===== src/inc/gpm_pkg.sv =====
package gpm_pkg;

  // Register indices (printed offsets are not all multiples of four)
  localparam logic [7:0]  REG_DOZE_CURRENT_THRESHOLD    = 8'h02;
  localparam logic [7:0]  REG_DORMANT_CURRENT_THRESHOLD = 8'h09;
  localparam logic [7:0]  REG_DORMANT_VOLTAGE_THRESHOLD = 8'h0B;
  localparam logic [7:0]  REG_DEEP_DOZE_WAIT_TIME       = 8'h0D;
  localparam logic [7:0]  REG_CONFIG                    = 8'h10;
  localparam logic [7:0]  REG_CONTROL                   = 8'h11;
  localparam logic [7:0]  REG_STATUS                    = 8'h12;
  localparam logic [7:0]  REG_CURRENT                   = 8'h13;
  localparam logic [7:0]  REG_VOLTAGE                   = 8'h14;
  localparam logic [7:0]  REG_TEMPERATURE               = 8'h15;
  localparam logic [7:0]  REG_RESET_COUNT               = 8'h16;
  localparam logic [7:0]  REG_CHARGE_ACC                = 8'h17;

  // Reset values
  localparam logic [15:0] RST_DOZE_CURRENT    = 16'h000F;
  localparam logic [15:0] RST_DORMANT_CURRENT = 16'h0008;
  localparam logic [15:0] RST_DORMANT_VOLTAGE = 16'h09F6;
  localparam logic [7:0]  RST_DEEP_DOZE_WAIT  = 8'h00;
  localparam logic [7:0]  RST_CONFIG          = 8'h1B;

  // Configuration field positions
  localparam int CFG_THERMISTOR_SELECT   = 0;
  localparam int CFG_DOZE_ENABLE         = 1;
  localparam int CFG_SENSE_RES_SELECT_LO = 2;
  localparam int CFG_SENSE_RES_SELECT_HI = 3;
  localparam int CFG_WAKE_RANGE_SELECT   = 4;

  // Control register write bits
  localparam int CTL_DEEP_DOZE_REQUEST = 0;
  localparam int CTL_DORMANT_REQUEST   = 1;
  localparam int CTL_SOFT_RESET        = 2;
  localparam int CTL_RELAXED_OCV       = 3;

  // Status register bit positions
  localparam int STS_DEEP_DOZE   = 0;
  localparam int STS_DORMANT_REQ = 1;
  localparam int STS_HOLD_VALUES = 2;
  localparam int STS_FAST_OSC_ON = 3;
  localparam int STS_MODE_LSB    = 4;

  // Timing
  localparam int  CLK_HZ            = 100_000_000;
  localparam int  SECOND_S          = 1;
  localparam int  SECOND_CYCLES     = SECOND_S * CLK_HZ;
  localparam int  DOZE_PERIOD_S     = 20;
  localparam int  HOLD_VALUES_S     = 3;
  localparam int  OSC_SETTLE_US     = 4000;
  localparam int  OSC_SETTLE_CYCLES = OSC_SETTLE_US * (CLK_HZ / 1_000_000);

  // Wake thresholds in 10 uV steps of the current converter
  localparam logic [14:0] WAKE_TH_1P0 = 15'h0064;
  localparam logic [14:0] WAKE_TH_2P2 = 15'h00DC;
  localparam logic [14:0] WAKE_TH_4P6 = 15'h01CC;
  localparam logic [14:0] WAKE_TH_9P8 = 15'h03D4;

  typedef enum logic [1:0] {
    GPM_NORMAL,
    GPM_DOZE,
    GPM_DEEP_DOZE,
    GPM_DORMANT
  } gpm_mode_t;

  // Software register port
  typedef struct packed {
    logic [7:0]  addr;
    logic [15:0] wdata;
    logic        wr;
    logic        rd;
  } gpm_bus_req_t;

  // Raw converter samples
  typedef struct packed {
    logic signed [14:0] current;
    logic [13:0]        voltage;
    logic [15:0]        temp_ext;
    logic [15:0]        temp_int;
  } gpm_adc_t;

endpackage : gpm_pkg


===== src/hw/gpm_power_ctrl.sv =====
// The plain strobed port was chosen for this implementation.
`timescale 1ns/10ps
// Overview of operation
// RULE_01: 15-bit bipolar current samples accumulated internally
// RULE_02: Positive sense difference means charge, negative discharge
// RULE_03: Voltage sampled each second, scaled to millivolts
// RULE_04: Thermistor select picks external or internal sensor
// RULE_05: Normal mode refreshes all data every second
// RULE_06: Doze halts processor, measures every 20 seconds
// RULE_07: Enter doze when enabled and current small
// RULE_08: Deep doze measures every 20 s, oscillator off
// RULE_09: Lines held low up to 4 ms on exit
// RULE_10: Nonzero wait setting auto-enters deep doze
// RULE_11: Zero wait: request command enters deep doze
// RULE_12: Request ignored while nonzero wait is counting
// RULE_13: Communication wake resets wait counter, others keep
// RULE_14: Leave deep doze on command, current, or wake
// RULE_15: Dormant needs relaxed reading and small current
// RULE_16: Dormant on request flag or low voltage
// RULE_17: Stay dormant until command or current rises
// RULE_18: Waking from dormant clears the request flag
// RULE_19: Shutdown pin honoured only after low-voltage dormant
// RULE_20: Hold old values about 3 s after dormant
// RULE_21: Soft reset restarts and bumps readable counter
// RULE_22: Wake threshold from range and resistor bits
// RULE_23: Wait counter ticks per second in doze, clears
// RULE_24: Host should wake device before charging
module gpm_power_ctrl
  import gpm_pkg::*;
(
  // Clock and reset
  input  wire logic         sys_clk,
  input  wire logic         resetn,
  // Register port
  input  gpm_pkg::gpm_bus_req_t bus_req,
  output logic [15:0]       bus_rdata_q,
  // Converters and link activity
  input  gpm_pkg::gpm_adc_t adc,
  input  wire logic         link_activity,
  input  wire logic         shutdown_enable_pin,
  // Power and status outputs
  output gpm_pkg::gpm_mode_t mode_q,
  output logic              fast_oscillator_q,
  output logic              link_hold_low_q,
  output logic              cpu_halt_q,
  output logic              firmware_restart_q,
  output logic              shutdown_q,
  output logic              charging_q,
  output logic              discharging_q
);
  import gpm_pkg::*;

  logic [15:0]        doze_current_threshold_q;
  logic [15:0]        dormant_current_threshold_q;
  logic [15:0]        dormant_voltage_threshold_q;
  logic [7:0]         deep_doze_wait_time_q;
  logic [7:0]         config_q;
  logic [31:0]        sec_cnt_q;
  logic               sec_tick;
  logic [4:0]         meas_cnt_q;
  logic               meas_tick;
  logic [7:0]         wait_cnt_q;
  logic               deep_doze_flag_q;
  logic               dormant_req_q;
  logic               relaxed_ocv_q;
  logic               low_v_dormant_q;
  logic [1:0]         hold_cnt_q;
  logic [15:0]        reset_count_q;
  logic [31:0]        settle_cnt_q;
  logic signed [14:0] current_q;
  logic [15:0]        voltage_mv_q;
  logic [15:0]        temp_q;
  logic signed [31:0] charge_acc_q;
  logic signed [15:0] avg_q;
  logic [15:0]        avg_mag;
  logic               wake_q;
  logic               ctl_wr;
  logic               cmd_deep_doze;
  logic               cmd_dormant;
  logic               cmd_soft_reset;
  logic               dormant_ok;
  logic               volt_low;

  assign ctl_wr         = bus_req.wr && (bus_req.addr == REG_CONTROL);
  assign cmd_deep_doze  = ctl_wr && bus_req.wdata[CTL_DEEP_DOZE_REQUEST];
  assign cmd_dormant    = ctl_wr && bus_req.wdata[CTL_DORMANT_REQUEST];
  assign cmd_soft_reset = ctl_wr && bus_req.wdata[CTL_SOFT_RESET];
  assign avg_mag        = avg_q[15] ? 16'(-avg_q) : 16'(avg_q);
  assign volt_low       = voltage_mv_q < dormant_voltage_threshold_q;
  assign dormant_ok     = relaxed_ocv_q && (avg_mag < dormant_current_threshold_q); // [RULE_15]
  assign sec_tick       = (sec_cnt_q == 32'(SECOND_CYCLES - 1));

  // Wake comparator instance
  gpm_wake_cmp u_wake (
    .sys_clk (sys_clk),
    .resetn  (resetn),
    .sel     ({config_q[CFG_WAKE_RANGE_SELECT], config_q[CFG_SENSE_RES_SELECT_HI],
               config_q[CFG_SENSE_RES_SELECT_LO]}),
    .sense   (adc.current),
    .wake_q  (wake_q)
  );

  // Configuration registers
  always_ff @(posedge sys_clk or negedge resetn) begin
    if (!resetn) begin
      doze_current_threshold_q    <= RST_DOZE_CURRENT;
      dormant_current_threshold_q <= RST_DORMANT_CURRENT;
      dormant_voltage_threshold_q <= RST_DORMANT_VOLTAGE;
      deep_doze_wait_time_q       <= RST_DEEP_DOZE_WAIT;
      config_q                    <= RST_CONFIG;
    end else if (bus_req.wr) begin
      unique case (bus_req.addr)
        REG_DOZE_CURRENT_THRESHOLD:    doze_current_threshold_q    <= bus_req.wdata;
        REG_DORMANT_CURRENT_THRESHOLD: dormant_current_threshold_q <= bus_req.wdata;
        REG_DORMANT_VOLTAGE_THRESHOLD: dormant_voltage_threshold_q <= bus_req.wdata;
        REG_DEEP_DOZE_WAIT_TIME:       deep_doze_wait_time_q       <= bus_req.wdata[7:0];
        REG_CONFIG:                    config_q                    <= bus_req.wdata[7:0];
        default: ;
      endcase
    end
  end

  // Read data one cycle after the strobe, zero otherwise
  always_ff @(posedge sys_clk or negedge resetn) begin
    if (!resetn) begin
      bus_rdata_q <= '0;
    end else if (bus_req.rd) begin
      unique case (bus_req.addr)
        REG_DOZE_CURRENT_THRESHOLD:    bus_rdata_q <= doze_current_threshold_q;
        REG_DORMANT_CURRENT_THRESHOLD: bus_rdata_q <= dormant_current_threshold_q;
        REG_DORMANT_VOLTAGE_THRESHOLD: bus_rdata_q <= dormant_voltage_threshold_q;
        REG_DEEP_DOZE_WAIT_TIME:       bus_rdata_q <= {8'h00, deep_doze_wait_time_q};
        REG_CONFIG:                    bus_rdata_q <= {8'h00, config_q};
        REG_STATUS:      bus_rdata_q <= {10'h000, mode_q, fast_oscillator_q,
                                         (hold_cnt_q != 2'd0), dormant_req_q,
                                         deep_doze_flag_q};
        REG_CURRENT:     bus_rdata_q <= {current_q[14], current_q};
        REG_VOLTAGE:     bus_rdata_q <= voltage_mv_q;
        REG_TEMPERATURE: bus_rdata_q <= temp_q;
        REG_RESET_COUNT: bus_rdata_q <= reset_count_q; // [RULE_21]
        REG_CHARGE_ACC:  bus_rdata_q <= charge_acc_q[15:0];
        default:         bus_rdata_q <= '0;
      endcase
    end else begin
      bus_rdata_q <= '0;
    end
  end

  // One-second divider, held at zero in dormant only; it keeps running
  // with the fast oscillator off in deep doze for its 20 s updates
  always_ff @(posedge sys_clk or negedge resetn) begin
    if (!resetn) begin
      sec_cnt_q <= '0;
    end else if (mode_q == GPM_DORMANT) begin
      sec_cnt_q <= '0;
    end else begin
      sec_cnt_q <= sec_tick ? '0 : sec_cnt_q + 32'd1;
    end
  end

  // Measurement cadence: each second in normal, each 20 s in dozes
  always_ff @(posedge sys_clk or negedge resetn) begin
    if (!resetn) begin
      meas_cnt_q <= '0;
    end else if (mode_q == GPM_NORMAL) begin
      meas_cnt_q <= '0;
    end else if (sec_tick) begin
      meas_cnt_q <= (meas_cnt_q == 5'(DOZE_PERIOD_S - 1)) ? '0 : meas_cnt_q + 5'd1;
    end
  end

  assign meas_tick = sec_tick && ((mode_q == GPM_NORMAL) || // [RULE_05]
                     (meas_cnt_q == 5'(DOZE_PERIOD_S - 1))); // [RULE_06] [RULE_08]

  // Measurement capture, held frozen after dormant exit
  always_ff @(posedge sys_clk or negedge resetn) begin
    if (!resetn) begin
      current_q     <= '0;
      voltage_mv_q  <= '0;
      temp_q        <= '0;
      charging_q    <= 1'b0;
      discharging_q <= 1'b0;
    end else if (meas_tick && hold_cnt_q == 2'd0) begin // [RULE_20]
      current_q     <= adc.current; // [RULE_01]
      voltage_mv_q  <= {2'b00, adc.voltage} >> 2; // [RULE_03]
      temp_q        <= config_q[CFG_THERMISTOR_SELECT] ? adc.temp_ext : adc.temp_int; // [RULE_04]
      charging_q    <= !adc.current[14] && (adc.current != '0); // [RULE_02]
      discharging_q <= adc.current[14]; // [RULE_02]
    end
  end

  // Coulomb accumulator and running average
  always_ff @(posedge sys_clk or negedge resetn) begin
    if (!resetn) begin
      charge_acc_q <= '0;
      avg_q        <= '0;
    end else if (meas_tick) begin
      charge_acc_q <= charge_acc_q + 32'(adc.current); // [RULE_01]
      avg_q        <= 16'((32'(avg_q) + 32'(adc.current)) >>> 1);
    end
  end

  // Deep doze wait counter
  always_ff @(posedge sys_clk or negedge resetn) begin
    if (!resetn) begin
      wait_cnt_q <= '0;
    end else if (mode_q == GPM_DEEP_DOZE && link_activity) begin
      wait_cnt_q <= '0; // [RULE_13]
    end else if (mode_q == GPM_DOZE && avg_mag >= doze_current_threshold_q) begin
      wait_cnt_q <= '0; // [RULE_23]
    end else if (mode_q == GPM_DOZE && sec_tick) begin
      wait_cnt_q <= wait_cnt_q + 8'd1; // [RULE_23]
    end
  end

  // Relaxed open-circuit reading flag, set by software
  always_ff @(posedge sys_clk or negedge resetn) begin
    if (!resetn) begin
      relaxed_ocv_q <= 1'b0;
    end else if (ctl_wr) begin
      relaxed_ocv_q <= bus_req.wdata[CTL_RELAXED_OCV];
    end
  end

  // Dormant request flag: wake clears, request write sets
  always_ff @(posedge sys_clk or negedge resetn) begin
    if (!resetn) begin
      dormant_req_q <= 1'b0;
    end else if (cmd_dormant) begin
      dormant_req_q <= 1'b1;
    end else if (mode_q == GPM_DORMANT &&
                 (link_activity || avg_mag > dormant_current_threshold_q)) begin
      dormant_req_q <= 1'b0; // [RULE_18]
    end
  end

  // Mode sequencer
  always_ff @(posedge sys_clk or negedge resetn) begin
    if (!resetn) begin
      mode_q           <= GPM_NORMAL;
      deep_doze_flag_q <= 1'b0;
      low_v_dormant_q  <= 1'b0;
    end else begin
      unique case (mode_q)
        GPM_NORMAL, GPM_DOZE: begin
          if ((dormant_req_q || volt_low) && dormant_ok) begin // [RULE_15]
            mode_q          <= GPM_DORMANT; // [RULE_16]
            low_v_dormant_q <= volt_low && !dormant_req_q;
          end else if (mode_q == GPM_NORMAL) begin
            if (config_q[CFG_DOZE_ENABLE] && avg_mag < doze_current_threshold_q) begin
              mode_q <= GPM_DOZE; // [RULE_07]
            end
          end else if (avg_mag >= doze_current_threshold_q) begin
            mode_q <= GPM_NORMAL;
          end else if (deep_doze_wait_time_q != 8'd0 &&
                       wait_cnt_q >= deep_doze_wait_time_q) begin
            mode_q           <= GPM_DEEP_DOZE; // [RULE_10]
            deep_doze_flag_q <= 1'b1;
          end else if (cmd_deep_doze && deep_doze_wait_time_q == 8'd0) begin // [RULE_12]
            mode_q           <= GPM_DEEP_DOZE; // [RULE_11]
            deep_doze_flag_q <= 1'b1;
          end
        end
        GPM_DEEP_DOZE: begin
          if (link_activity || avg_mag > doze_current_threshold_q || wake_q) begin
            mode_q           <= GPM_NORMAL; // [RULE_14]
            deep_doze_flag_q <= 1'b0;
          end
        end
        GPM_DORMANT: begin
          if (link_activity || avg_mag > dormant_current_threshold_q) begin
            mode_q          <= GPM_NORMAL; // [RULE_17]
            low_v_dormant_q <= 1'b0;
          end
        end
      endcase
    end
  end

  // Value hold for three seconds after leaving dormant
  always_ff @(posedge sys_clk or negedge resetn) begin
    if (!resetn) begin
      hold_cnt_q <= '0;
    end else if (mode_q == GPM_DORMANT) begin
      hold_cnt_q <= 2'(HOLD_VALUES_S); // [RULE_20]
    end else if (sec_tick && hold_cnt_q != 2'd0) begin
      hold_cnt_q <= hold_cnt_q - 2'd1;
    end
  end

  // Oscillator control and settle stretch on deep-doze exit
  always_ff @(posedge sys_clk or negedge resetn) begin
    if (!resetn) begin
      fast_oscillator_q <= 1'b1;
      link_hold_low_q   <= 1'b0;
      settle_cnt_q      <= '0;
    end else if (mode_q == GPM_DEEP_DOZE) begin
      fast_oscillator_q <= 1'b0; // [RULE_08]
      link_hold_low_q   <= 1'b0;
      settle_cnt_q      <= 32'(OSC_SETTLE_CYCLES);
    end else begin
      fast_oscillator_q <= 1'b1;
      link_hold_low_q   <= settle_cnt_q > 32'd1; // [RULE_09]
      settle_cnt_q      <= (settle_cnt_q != '0) ? settle_cnt_q - 32'd1 : '0;
    end
  end

  // Processor halt, shutdown and soft reset outputs
  always_ff @(posedge sys_clk or negedge resetn) begin
    if (!resetn) begin
      cpu_halt_q         <= 1'b0;
      shutdown_q         <= 1'b0;
      firmware_restart_q <= 1'b0;
      reset_count_q      <= '0;
    end else begin
      cpu_halt_q         <= (mode_q == GPM_DOZE) || (mode_q == GPM_DEEP_DOZE); // [RULE_06]
      shutdown_q         <= (mode_q == GPM_DORMANT) && low_v_dormant_q &&
                            shutdown_enable_pin; // [RULE_19]
      firmware_restart_q <= cmd_soft_reset; // [RULE_21]
      if (cmd_soft_reset) begin
        reset_count_q <= reset_count_q + 16'd1; // [RULE_21]
      end
    end
  end

  // Sequencer and output checks
  deep_doze_cmd_a: assert property (@(posedge sys_clk) disable iff (!resetn) // [RULE_11]
    (mode_q == GPM_DOZE && cmd_deep_doze && deep_doze_wait_time_q == 8'd0 &&
     !((dormant_req_q || volt_low) && dormant_ok) && avg_mag < doze_current_threshold_q)
    |=> mode_q == GPM_DEEP_DOZE && deep_doze_flag_q) else $error("deep doze cmd lost");
  deep_doze_ign_a: assert property (@(posedge sys_clk) disable iff (!resetn) // [RULE_12]
    (mode_q == GPM_DOZE && deep_doze_wait_time_q != 8'd0 &&
     wait_cnt_q < deep_doze_wait_time_q) |=> mode_q != GPM_DEEP_DOZE)
    else $error("deep doze entered early");
  comm_wake_clr_a: assert property (@(posedge sys_clk) disable iff (!resetn) // [RULE_13]
    (mode_q == GPM_DEEP_DOZE && link_activity) |=> wait_cnt_q == 8'd0 && mode_q == GPM_NORMAL)
    else $error("comm wake did not reset");
  wake_exit_a: assert property (@(posedge sys_clk) disable iff (!resetn) // [RULE_14]
    (mode_q == GPM_DEEP_DOZE && wake_q) |=> mode_q == GPM_NORMAL)
    else $error("wake comparator ignored");
  osc_off_a: assert property (@(posedge sys_clk) disable iff (!resetn) // [RULE_08]
    (mode_q == GPM_DEEP_DOZE) ##1 (mode_q == GPM_DEEP_DOZE) |-> !fast_oscillator_q)
    else $error("oscillator on in deep doze");
  dormant_clr_a: assert property (@(posedge sys_clk) disable iff (!resetn) // [RULE_18]
    (mode_q == GPM_DORMANT && link_activity && !cmd_dormant) |=> !dormant_req_q)
    else $error("dormant request not cleared");
  shutdown_gate_a: assert property (@(posedge sys_clk) disable iff (!resetn) // [RULE_19]
    shutdown_q |-> $past(low_v_dormant_q) && $past(mode_q == GPM_DORMANT))
    else $error("shutdown without low voltage");
  reset_count_a: assert property (@(posedge sys_clk) disable iff (!resetn) // [RULE_21]
    cmd_soft_reset |=> firmware_restart_q && reset_count_q == $past(reset_count_q) + 16'd1)
    else $error("soft reset not counted");
  doze_entry_a: assert property (@(posedge sys_clk) disable iff (!resetn) // [RULE_07]
    (mode_q == GPM_NORMAL && avg_mag >= doze_current_threshold_q) |=> mode_q != GPM_DOZE)
    else $error("doze entered with high current");
  hold_low_a: assert property (@(posedge sys_clk) disable iff (!resetn) // [RULE_09]
    $fell(mode_q == GPM_DEEP_DOZE) |-> link_hold_low_q == 1'b0 ##1 link_hold_low_q)
    else $error("no settle stretch");
endmodule : gpm_power_ctrl


===== src/hw/gpm_wake_cmp.sv =====
`timescale 1ns/10ps
// Wake comparator: flags a sense level beyond the selected threshold
module gpm_wake_cmp
  import gpm_pkg::*;
(
  // Clock and reset
  input  wire logic               sys_clk,
  input  wire logic               resetn,
  // Configuration
  input  wire logic [2:0]         sel,
  // Sense sample
  input  wire logic signed [14:0] sense,
  // Result
  output logic                    wake_q
);
  logic [14:0] th;
  logic [14:0] mag;

  // Threshold from range and resistor select
  always_comb begin
    unique case (sel)
      3'b001:          th = WAKE_TH_1P0;
      3'b101, 3'b010:  th = WAKE_TH_2P2;
      3'b110, 3'b011:  th = WAKE_TH_4P6;
      3'b111:          th = WAKE_TH_9P8;
      default:         th = '0;
    endcase
  end

  assign mag = sense[14] ? 15'(-sense) : 15'(sense);

  // Either direction breaches; select bits zero disable
  always_ff @(posedge sys_clk or negedge resetn) begin
    if (!resetn) begin
      wake_q <= 1'b0;
    end else begin
      wake_q <= (sel[1:0] != 2'b00) && (mag > th); // [RULE_22]
    end
  end

  wake_cmp_off_a: assert property (@(posedge sys_clk) disable iff (!resetn) // [RULE_22]
    (sel[1:0] == 2'b00) |=> !wake_q) else $error("wake raised while disabled");
endmodule : gpm_wake_cmp


===== config.mk =====
export PLATFORM = sky130hd
export DESIGN_NAME = gpm_power_ctrl
export DESIGN_NICKNAME = d
export VERILOG_FILES = /design/src/inc/gpm_pkg.sv /design/src/hw/gpm_power_ctrl.sv /design/src/hw/gpm_wake_cmp.sv
export SDC_FILE = /design/constraint.sdc
export NUM_CORES = 1
export LEC_CHECK = 0
export BUFFER_PORTS_ARGS = -buffer_cell sky130_fd_sc_hd__buf_4
export CORE_ASPECT_RATIO = 0.6
export CORE_MARGIN = 5
export CORE_UTILIZATION = 50
export DETAILED_ROUTE_END_ITERATION = 7
export PLACE_DENSITY = 0.7
export SYNTH_ARGS = -nofsm -noshare
export SYNTH_HDL_FRONTEND = slang
export SYNTH_SLANG_ARGS = --single-unit

===== constraint.sdc =====
create_clock -name sys_clk -period 4.1 [get_ports sys_clk]
set_input_delay 0.205 -clock sys_clk [delete_from_list [all_inputs] [get_ports sys_clk]]
set_output_delay 0.205 -clock sys_clk [all_outputs]
set_load 0.03 [all_outputs]

## Yosys cells after proc, flatten, opt, wreduce, memory -nomap -nowiden

Index checks and enable logic that the tools add are counted.

| word-level totals | value |
|---|---|
| register bits | 280 |
| bits of input ports | 91 |
| output and inout bits | 25 |
| logic and storage cells | 176 |

| cells by class | value |
|---|---|
| add/subtract/negate cells | 10 |
| order comparisons | 9 |
| equality and inequality tests | 32 |
| mux-type cells | 41 |
| reductions and logical operators | 54 |

Operator list:

| cell | number |
|---|---|
| case mux 16 bit (11 select lines) | 1 |
| two-way mux 32 bit | 4 |
| equality test 8 x 5 -> 1 bit, second input constant | 8 |
| two-way mux 16 bit | 3 |
| case mux 10 bit (4 select lines) | 1 |
| adder 32 x 1 -> 32 bit, second input constant | 1 |
| adder 32 x 15 -> 32 bit | 1 |
| equality test 32 x 27 -> 1 bit, second input constant | 1 |
| greater-than comparator 16 bit | 2 |
| greater-than comparator 32 x 1 -> 1 bit, second input constant | 1 |
| less-than comparator 16 bit | 2 |
| nonzero test 32 bit | 1 |
| subtractor 32 x 1 -> 32 bit, second input constant | 1 |
| equality test 8 x 4 -> 1 bit, second input constant | 3 |
| two-way mux 8 bit | 3 |
| logical AND 1 bit | 21 |
| two-way mux 2 bit | 10 |
| adder 16 x 15 -> 17 bit | 1 |
| adder 16 x 1 -> 16 bit, second input constant | 1 |
| greater-or-equal comparator 16 bit | 1 |
| less-than comparator 12 x 16 -> 1 bit | 1 |
| negator 16 bit | 1 |
| greater-than comparator 15 x 10 -> 1 bit | 1 |
| two-way mux 15 bit | 1 |
| 33 further kinds | 75 |

## Logic depth before layout (Yosys ltp)

Gate-level depths: netlist of run 1.

| depth | value |
|---|---|
| depth after elaboration | 10 |
| gate-level depth with buffers | 17 |
| mapped depth without buffers | 17 |

## Modules after synthesis

Synthesis of run 1 repeated with hierarchy kept, for this count alone.

| unflattened totals | value |
|---|---|
| cell total of the unflattened synthesis | 1519 |
| area, all modules | 15200.8 um2 |

By module, submodules not included:

| module | instances | cells an instance | area an instance (um2) | seq. area each (um2) |
|---|---|---|---|---|
| gpm_power_ctrl | 1 | 1461 | 14757.9 | 6578.8 |
| gpm_wake_cmp | 1 | 58 | 442.9 | 25.0 |

## Worst setup path after synthesis of run 1

No wires, ideal clock.

| path | value |
|---|---|
| path kind | register to register |
| start point | register avg_q[5] |
| end point | register deep_doze_flag_q |
| library setup time | 0.125 ns |
| arrival time | 3.743 ns |
| required time | 3.975 ns |
| slack | 0.233 ns |
| stages on the path, launching flop included | 14 |
| buffers on the path | 0 |
| period minus slack after synthesis | 3.867 ns |
| path through | dfrtp_1 or4_1 or3_1 or2_2 o21ai_0 xnor2_1 ha_1 nand4_1 or2_2 a211oi_1 nor3_1 a311o_1 a211oi_1 mux2_2 |

| between the ends | value |
|---|---|
| cells in the longest elaborated chain, start to end | 7 |
| elaborated cells on any way between the ends | 13 |
| classes of those cells | add/sub: 1; order compare: 3; eq/ne: 3; mux: 1; reduce/logical: 5 |

RTL lines:

| what | RTL line | source |
|---|---|---|
| from (decl) | gpm_power_ctrl.sv:74 | `logic signed [15:0] avg_q;` |
| from (signal assigned) | gpm_power_ctrl.sv:199 | `avg_q <= 16'((32'(avg_q) + 32'(adc.current)) >>> 1);` |
| negator 16 bit | gpm_power_ctrl.sv:88 | `assign avg_mag = avg_q[15] ? 16'(-avg_q) : 16'(avg_q);` |
| two-way mux 16 bit * | gpm_power_ctrl.sv:88 |  |
| less-than comparator 16 bit / greater-than comparator 16 bit (equally long branches) | gpm_power_ctrl.sv:90, gpm_power_ctrl.sv:265 |  |
| logical AND 1 bit / logical OR 1 bit (equally long branches) | gpm_power_ctrl.sv:90, gpm_power_ctrl.sv:265 |  |
| logical AND 1 bit / logical OR 1 bit (equally long branches) | gpm_power_ctrl.sv:246, gpm_power_ctrl.sv:265 |  |
| != test 2 bit (no source line) | -- |  |
| AND reduction 6 bit (no source line) * | -- |  |
| to (signal assigned) | gpm_power_ctrl.sv:241 | `deep_doze_flag_q <= 1'b0;` |
| to (signal assigned) | gpm_power_ctrl.sv:258 | `deep_doze_flag_q <= 1'b1;` |
| to (signal assigned) | gpm_power_ctrl.sv:261 | `deep_doze_flag_q <= 1'b1;` |
| to (decl) | gpm_power_ctrl.sv:63 | `logic deep_doze_flag_q;` |

Every way passes the cells marked *; elsewhere a longest branch is shown, timed or not.
A chain may end at the register's enable or synchronous reset.

## Final worst setup path of run 1

| path | value |
|---|---|
| start point | register avg_q[7] |
| end point | register low_v_dormant_q |

| between the ends | value |
|---|---|
| cells in the longest elaborated chain, start to end | 7 |
| elaborated cells on any way between the ends | 10 |
| classes of those cells | add/sub: 1; order compare: 2; eq/ne: 2; mux: 1; reduce/logical: 4 |

RTL lines:

| what | RTL line | source |
|---|---|---|
| negator 16 bit | gpm_power_ctrl.sv:88 |  |
| two-way mux 16 bit * | gpm_power_ctrl.sv:88 |  |
| less-than comparator 16 bit | gpm_power_ctrl.sv:90 | `assign dormant_ok = relaxed_ocv_q && (avg_mag < dormant_current_threshold_q);` |
| logical AND 1 bit | gpm_power_ctrl.sv:90 |  |
| logical AND 1 bit | gpm_power_ctrl.sv:246 | `if ((dormant_req_q \|\| volt_low) && dormant_ok) begin` |
| != test 2 bit (no source line) | -- |  |
| AND reduction 3 bit (no source line) * | -- |  |
| to (signal assigned) | gpm_power_ctrl.sv:248 | `low_v_dormant_q <= volt_low && !dormant_req_q;` |
| to (decl) | gpm_power_ctrl.sv:66 | `logic low_v_dormant_q;` |

Marks and branches as above.

==> impl_metrics.csv, run 1 <==
group,metric,value,unit
status,outcome,"complete, no violations",
power,leakage,8.240,nW
clocking,clkTransAtPathRegs,0.07,ns
final_layout,n_antenna_cell,0,
clocking,h-tree-depth,1,
synthesis,synth_nets,1748,
clocking,cts_tree,"done",
worst_setup_path,cp-startpoint,"avg_q[7]$_DFFE_PN0P_",
worst_setup_path,cp_slowest_stage_delay,0.54,ns
synthesis,ys_types,80,
final_layout,design_area,0.01852,mm^2
synthesis,syn_inst,1551,
detailed_routing,first_iter_violations,1233,
worst_setup_path,worstPathArrival,4.31,ns
synthesis,synth_top_cell_by_area,"dfrtp_1",
synthesis,synth_edf_count,0,
detailed_routing,viasPerCell,5.844,
timing,relSlewSlack,22.36,%
final_layout,final_cells,2167,
clocking,clk_latency,0.56,ns
placed_design,dp_hpwl,33.31,mm
worst_setup_path,crit_family,"simple AND/OR/NAND/NOR gates",
synthesis,netlist_area,0.01539,mm^2
power,powerDensity,377.9,mW/mm^2
placed_design,port_buffers,113,
detailed_routing,remaining_drc_errors,0,
final_layout,fillers,2487,
synthesis,synth_seq_cells,263,
worst_setup_path,path_buf_inv,1,
power,irDropWorstVdd,0.3330,mV
clocking,clockBufferDepth,3,
clocking,cts_sinks,263,
worst_setup_path,cpMostUsedCell,"or2_4",
timing,fmaxAchievable,257.8,MHz
die,ioPinCount,116,
clocking,numCtsBuffers,26,
global_route,grt_usage,25.41,%
timing,finalCriticalPeriod,3.879,ns
worst_setup_path,crit_type,"flop to flop",
timing,slew_violations,0,
die,initial_core_util,51.01,%
die,coreArea,0.03016,mm^2
worst_setup_path,worst_setup_path_start_kind,"flop",
global_route,grt_pass1_vias,12150,
timing,final_hold_viol_count,0,
detailed_routing,final_antenna_net_count,0,
timing,finalSetupViolations,0,
synthesis,synthTopCellsByArea,"dfrtp_1, ha_1, mux2_2",
worst_setup_path,end_kind,"flop",
worst_hold_path,hp-start,"adc[52]",
timing,tightest_slew,1.160,ns
synthesis,synth.avg_cell_area,9.921,um^2
global_route,grt_pass1_wl,70.22,mm
global_route,grt_max_degree,103,
final_layout,drive_gt1_share,18.93,%
clocking,cts-root-buf,"clkbuf_16",
worst_setup_path,critPathSlowestCell,"or4_4",
worst_hold_path,min-delay-path-class,"input pin to flop",
detailed_routing,drt_first_pass_iters,7,
timing,clock_skew,0.02141,ns
synthesis,yosysWarningCount,0,
synthesis,yosys_most_used_dff,"dfrtp_1",
final_layout,final_util,61.41,%
run,drv_cap,0,
worst_setup_path,crit_required,4.53,ns
placed_design,dpl_cell_area,0.01676,mm^2
timing,rsz0062_at_grt,"no",
synthesis,ys_async_sr_fraction,100.0,%
die,die_area,0.03450,mm^2
die,die_h,145.9,um
final_layout,top_regs,"sec_cnt_q: 32 flops, settle_cnt_q: 32 flops",
detailed_routing,vias,12670,
global_route,antenna_found_initial,1,
global_route,overflow,0,
placed_design,globalplace.congestion,0.9529,
synthesis,yosysSeqAreaShare,42.92,%
placed_design,placed_cells,2050,
die,die_x,236.5,um
worst_setup_path,crit_chain,"or4_4 -> or3_1 -> or2_4 -> o21ai_4 -> xnor2_2 -> ha_1 -> nand4_1 -> or2_4 -> a211oi_2 -> nor3_2 -> buf_4 -> and3_1 -> mux2_2 -> a211o_1",
detailed_routing,wl_per_cell,20.83,um
timing,finalCritPeriodShare,94.62,%
synthesis,synth_top_area_share,39.84,%
final_layout,nNetsFinal,1936,
final_layout,area_growth,20.38,%
detailed_routing,wl,45.14,mm
worst_setup_path,worstReg2RegStart,"avg_q[7]$_DFFE_PN0P_",
worst_setup_path,crit_fanout,5,
die,num_rows,49,
-- worst paths after layout --
| check | slack [ns] | depth (start not counted) | to |
|---|---|---|---|
| min in group asynchronous | 0.28 | 2 | sec_cnt_q[29]$_DFF_PN0_ |
| worst max register to register | 0.22 | 14 | low_v_dormant_q$_DFFE_PN0P_ |
| max in group asynchronous | 2.68 | 3 | bus_rdata_q[13]$_DFF_PN0_ |
| worst max-delay path | 0.22 | 14 | low_v_dormant_q$_DFFE_PN0P_ |
| worst min-delay path | 0.02 | 2 | current_q[6]$_DFFE_PN0P_ |
| worst min register to register | 0.47 | 1 | reset_count_q[15]$_DFFE_PN0P_ |
-- power by group --
part | switching (mW) | internal (mW)
combinational | 0.664 | 0.520
clock | 1.15 | 1.63
sequential | 0.218 | 2.82
-- per-layer routing --
metal	GRT usage [%]	vias to the layer above	routed length [um]
met5	0	-	13
met4	4.873	2	991
met3	8.485	74	4627
met2	34.97	472	18410
met1	39.07	6190	21100
li1	-	5927	-
-- synth_stat cells (23+ instances only) --
library cell	n
nor2_1	114
a31oi_1	24
mux2i_1	23
a21oi_1	59
clkbuf_1	37
or3_1	24
xor2_1	49
inv_1	92
xnor2_1	73
nor3_1	37
mux2_2	77
o21ai_0	102
dfrtp_1	245
nand3_1	35
ha_1	104
nand4_1	30
nand2_1	147
-- through the flow --
step	setup TNS [ns]	setup slack (ns)	power, mW	hold slack (ns)
floorplan	0	0.2325	3.742	-0.09059
global placement	0	0.03259	4.156	0.3167
detailed placement	-0.07695	-0.06912	4.188	0.3195
CTS	0	0.009908	7.015	0.005014
global route	0	0.02025	7.302	0.01204
finish	0	0.2206	7.000	0.02214
-- what timing repair did --
item                                    4_1_cts  5_1_grt
pin swaps                                     1       11
buffers inserted                              0        1
endpoints found under the hold margin       190        0
hold buffers                                 68        0
endpoints found under the setup margin        4       12
gates resized for setup                       2       22
-- worst register-to-register path, stage by stage, from the launching register on --
cell and delay (ns):
dfrtp_1 0.39, or4_4 0.54, or3_1 0.38, or2_4 0.27, o21ai_4 0.14, xnor2_2 0.10, ha_1 0.32, nand4_1 0.13
or2_4 0.29, a211oi_2 0.22, nor3_2 0.08, buf_4 0.15, and3_1 0.23, mux2_2 0.28, a211o_1 0.26
-- cells by family (layout without fill, tap and decap cells) --
| group | after synthesis | in the layout | synth area share (%) |
|---|---|---|---|
| flops | 263 | 263 | 42.92 |
| compound gates | 313 | 313 | 13.19 |
| buf+inv | 141 | 349 | 3.659 |
| mux | 123 | 123 | 9.034 |
| xor+xnor | 122 | 122 | 6.944 |
| simple gates | 483 | 483 | 15.54 |
| fa+ha+maj | 106 | 106 | 8.717 |
-- final cells by class --
type                    instances  area, um^2  share of cell area [%]
multi-input cells            1147        8313                   44.88
flip-flops and latches        263        6604                   35.65
repair buffers                209        1772                   9.565
clock buffers                  29       703.2                   3.796
well taps                     408       510.5                   2.756
inverters                      92       345.3                   1.864
clock inverters                19       275.3                   1.486
-- cells in the final DEF, fill, tap and decap left out, types with 27 or more instances in the layout --
| cell type | instances |
|---|---|
| dfrtp_1 | 245 |
| nand2_1 | 146 |
| buf_4 | 138 |
| nor2_1 | 114 |
| ha_1 | 104 |
| o21ai_0 | 98 |
| inv_1 | 92 |
| mux2_2 | 77 |
| xnor2_1 | 71 |
| dlygate4sd3_1 | 68 |
| a21oi_1 | 58 |
| xor2_1 | 49 |
| nor3_1 | 36 |
| nand3_1 | 35 |
| nand4_1 | 30 |
| clkbuf_16 | 27 |
(Power assumes the default switching activity.)
==> run 2, diff against run 1 <==
--- a/config.mk
+++ b/config.mk
@@ -10,7 +10,7 @@
 export CORE_MARGIN = 5
 export CORE_UTILIZATION = 50
 export DETAILED_ROUTE_END_ITERATION = 7
-export PLACE_DENSITY = 0.7
+export PLACE_DENSITY = 0.8
 export SYNTH_ARGS = -nofsm -noshare
 export SYNTH_HDL_FRONTEND = slang
 export SYNTH_SLANG_ARGS = --single-unit
==> run 2 against run 1 <==
Effect of this change: hold slack got worse by 0.013 ns; final cell count about the same; worst setup slack got worse by 0.081 ns; sequential power about the same; via count rose by 3.2%; power fell by 2.5%; sequential cell count stayed put; non-clock buffer count shrank 2; first-iteration DRC count up 28%; largest cell class unchanged; largest power group unchanged; highest routed layer is now met4.
==> impl_metrics.csv, run 2 (synthesized netlist as in run 1, its figures left out) <==
group,metric,value,unit
worst_hold_path,whs_path_depth,3,
timing,hold_slack,0.008683,ns
power,powerDensity,370.3,mW/mm^2
final_layout,design_area,0.01842,mm^2
timing,clock_skew,0.01662,ns
timing,finalCritPeriodShare,96.58,%
power,power.switching,1.951,mW
worst_setup_path,rr_worst_depth,15,
power,irDropWorstVdd,0.2578,mV
timing,slew_violations,0,
clocking,clkTransAtPathRegs,0.07,ns
final_layout,drive_gt1_share,18.90,%
detailed_routing,remaining_drc_errors,0,
placed_design,port_buffers,113,
detailed_routing,first_iter_violations,1581,
timing,finalSetupViolations,0,
die,initial_core_util,51.01,%
placed_design,placed_cells,2052,
final_layout,layout_common_cells,"dfrtp_1, nand2_1, buf_4",
clocking,cts-root-buf,"clkbuf_16",
worst_setup_path,crit_required,4.53,ns
power,leakage,8.199,nW
die,die_h,145.9,um
final_layout,n_antenna_cell,0,
die,die_x,236.5,um
die,coreArea,0.03016,mm^2
clocking,clk_latency,0.55,ns
detailed_routing,drt_first_pass_iters,6,
final_layout,nNetsFinal,1934,
die,num_rows,49,
final_layout,final_cells,2165,
placed_design,dpl_cell_area,0.01678,mm^2
placed_design,globalplace.congestion,0.9670,
timing,final_hold_viol_count,0,
placed_design,dp_hpwl,33.21,mm
worst_hold_path,min-delay-path-class,"input pin to flop",
clocking,numCtsBuffers,26,
global_route,antenna_found_initial,0,
global_route,grt_pass1_wl,71.99,mm
power,combPwrFrac,17.4,%
timing,fmaxAchievable,252.5,MHz
power,power.internal,4.870,mW
worst_setup_path,r2r-end,"mode_q[0]$_DFFE_PN0P_",
clocking,cts_sinks,263,
global_route,overflow,0,
final_layout,fillers,2403,
power,p_seq_share,44.7,%
worst_setup_path,crit_fanout,5,
worst_hold_path,worstHoldEndpoint,"temp_q[10]$_DFFE_PN0P_",
power,swShare,28.60,%
die,die_area,0.03450,mm^2
clocking,h-tree-depth,1,
detailed_routing,vias,13070,
worst_hold_path,hp-start,"adc[26]",
final_layout,top_regs,"sec_cnt_q: 32 flops, settle_cnt_q: 32 flops",
global_route,grt_max_degree,123,
worst_setup_path,rrSetupSlack,0.14,ns
worst_setup_path,worst_setup_path_start_kind,"flop",
final_layout,area_growth,19.71,%
worst_setup_path,worstReg2RegStart,"avg_q[1]$_DFFE_PN0P_",
detailed_routing,viasPerCell,6.036,
timing,tightest_slew,1.095,ns
detailed_routing,wl_per_cell,21.05,um
clocking,clockBufferDepth,3,
die,ioPinCount,116,
final_layout,final_util,61.07,%
status,outcome,"complete, no violations",
power,p_clk_share,37.9,%
detailed_routing,final_antenna_net_count,0,
global_route,grt_pass1_vias,13010,
clocking,cts_tree,"done",
timing,layout_setup_ws,0.1401,ns
timing,finalCriticalPeriod,3.960,ns
detailed_routing,wl,45.57,mm
worst_setup_path,end_kind,"flop",
global_route,grt_usage,25.71,%
worst_setup_path,worstPathArrival,4.39,ns
timing,relSlewSlack,26.70,%
worst_setup_path,crit_type,"flop to flop",
run,drv_cap,0,
final_layout,mostFrequentLayoutCell,"dfrtp_1",
placed_design,dp_slack,-0.1216,ns
-- run 2: area by class of cell --
class	instances	area [um^2]	area share, %
Inverter	92	345.3	1.875
Clock inverter	13	171.4	0.9306
Tap cell	408	510.5	2.771
Sequential cell	263	6604	35.85
Clock buffer	35	745.7	4.048
Multi-Input combinational cell	1147	8299	45.05
Timing Repair Buffer	207	1744	9.469
-- run 2: stage by stage --
stage	total power, mW	setup TNS, ns
after floorplan	3.742	0
after global placement	4.134	0
after detailed placement	4.188	-0.1762
after CTS	6.820	0
after global routing	7.118	-0.04905
final	6.821	0
-- run 2: critical path, cell delays in order (launching register included) --
cell	delay, ns
dfrtp_1	0.38
buf_4	0.15
nor3_1	0.17
nand2_1	0.16
or4_4	0.55
o31ai_2	0.23
xnor2_1	0.22
ha_1	0.31
a21o_1	0.16
a21o_1	0.16
a21oi_1	0.16
o21ai_0	0.21
nor3_2	0.28
and3_1	0.29
o211ai_1	0.16
a22o_1	0.26
-- run 2: worst max path at each step --
stage / startpoint / endpoint / slack, ns / cells after the start
floorplan: avg_q[5]$_DFFE_PN0P_ / deep_doze_flag_q$_DFFE_PN0P_ / 0.23 / 13
global placement: avg_q[1]$_DFFE_PN0P_ / deep_doze_flag_q$_DFFE_PN0P_ / 0.06 / 16
detailed placement: avg_q[7]$_DFFE_PN0P_ / deep_doze_flag_q$_DFFE_PN0P_ / -0.12 / 12
CTS: avg_q[7]$_DFFE_PN0P_ / deep_doze_flag_q$_DFFE_PN0P_ / 0.02 / 13
global route: avg_q[1]$_DFFE_PN0P_ / deep_doze_flag_q$_DFFE_PN0P_ / -0.05 / 15
finish: avg_q[1]$_DFFE_PN0P_ / mode_q[0]$_DFFE_PN0P_ / 0.14 / 15
-- run 2: power by group through the flow --
| stage | Combinational (mW) | Sequential [mW] | Clock (mW) |
|---|---|---|---|
| after floorplan | 0.705 | 3.04 | 0 |
| after global placement | 1.06 | 3.07 | 0 |
| after detailed placement | 1.11 | 3.08 | 0 |
| after CTS | 1.17 | 3.04 | 2.61 |
| after global routing | 1.31 | 3.08 | 2.73 |
| final | 1.19 | 3.05 | 2.59 |
-- run 2: per-layer routing --
metal,GRT usage [%],wire length [um],part of all wire [%]
met1,37.73,19820,43
met3,7.178,4837,11
met5,0,0,0
met2,38.37,19780,43
met4,5.334,1126,2.5
-- run 2: repair_timing --
action,CTS,global route
hold buffers,63,0
setup endpoints to repair,4,12
hold endpoints to repair,220,0
resized for setup,5,16
setup buffers,0,2
pin swaps,1,7
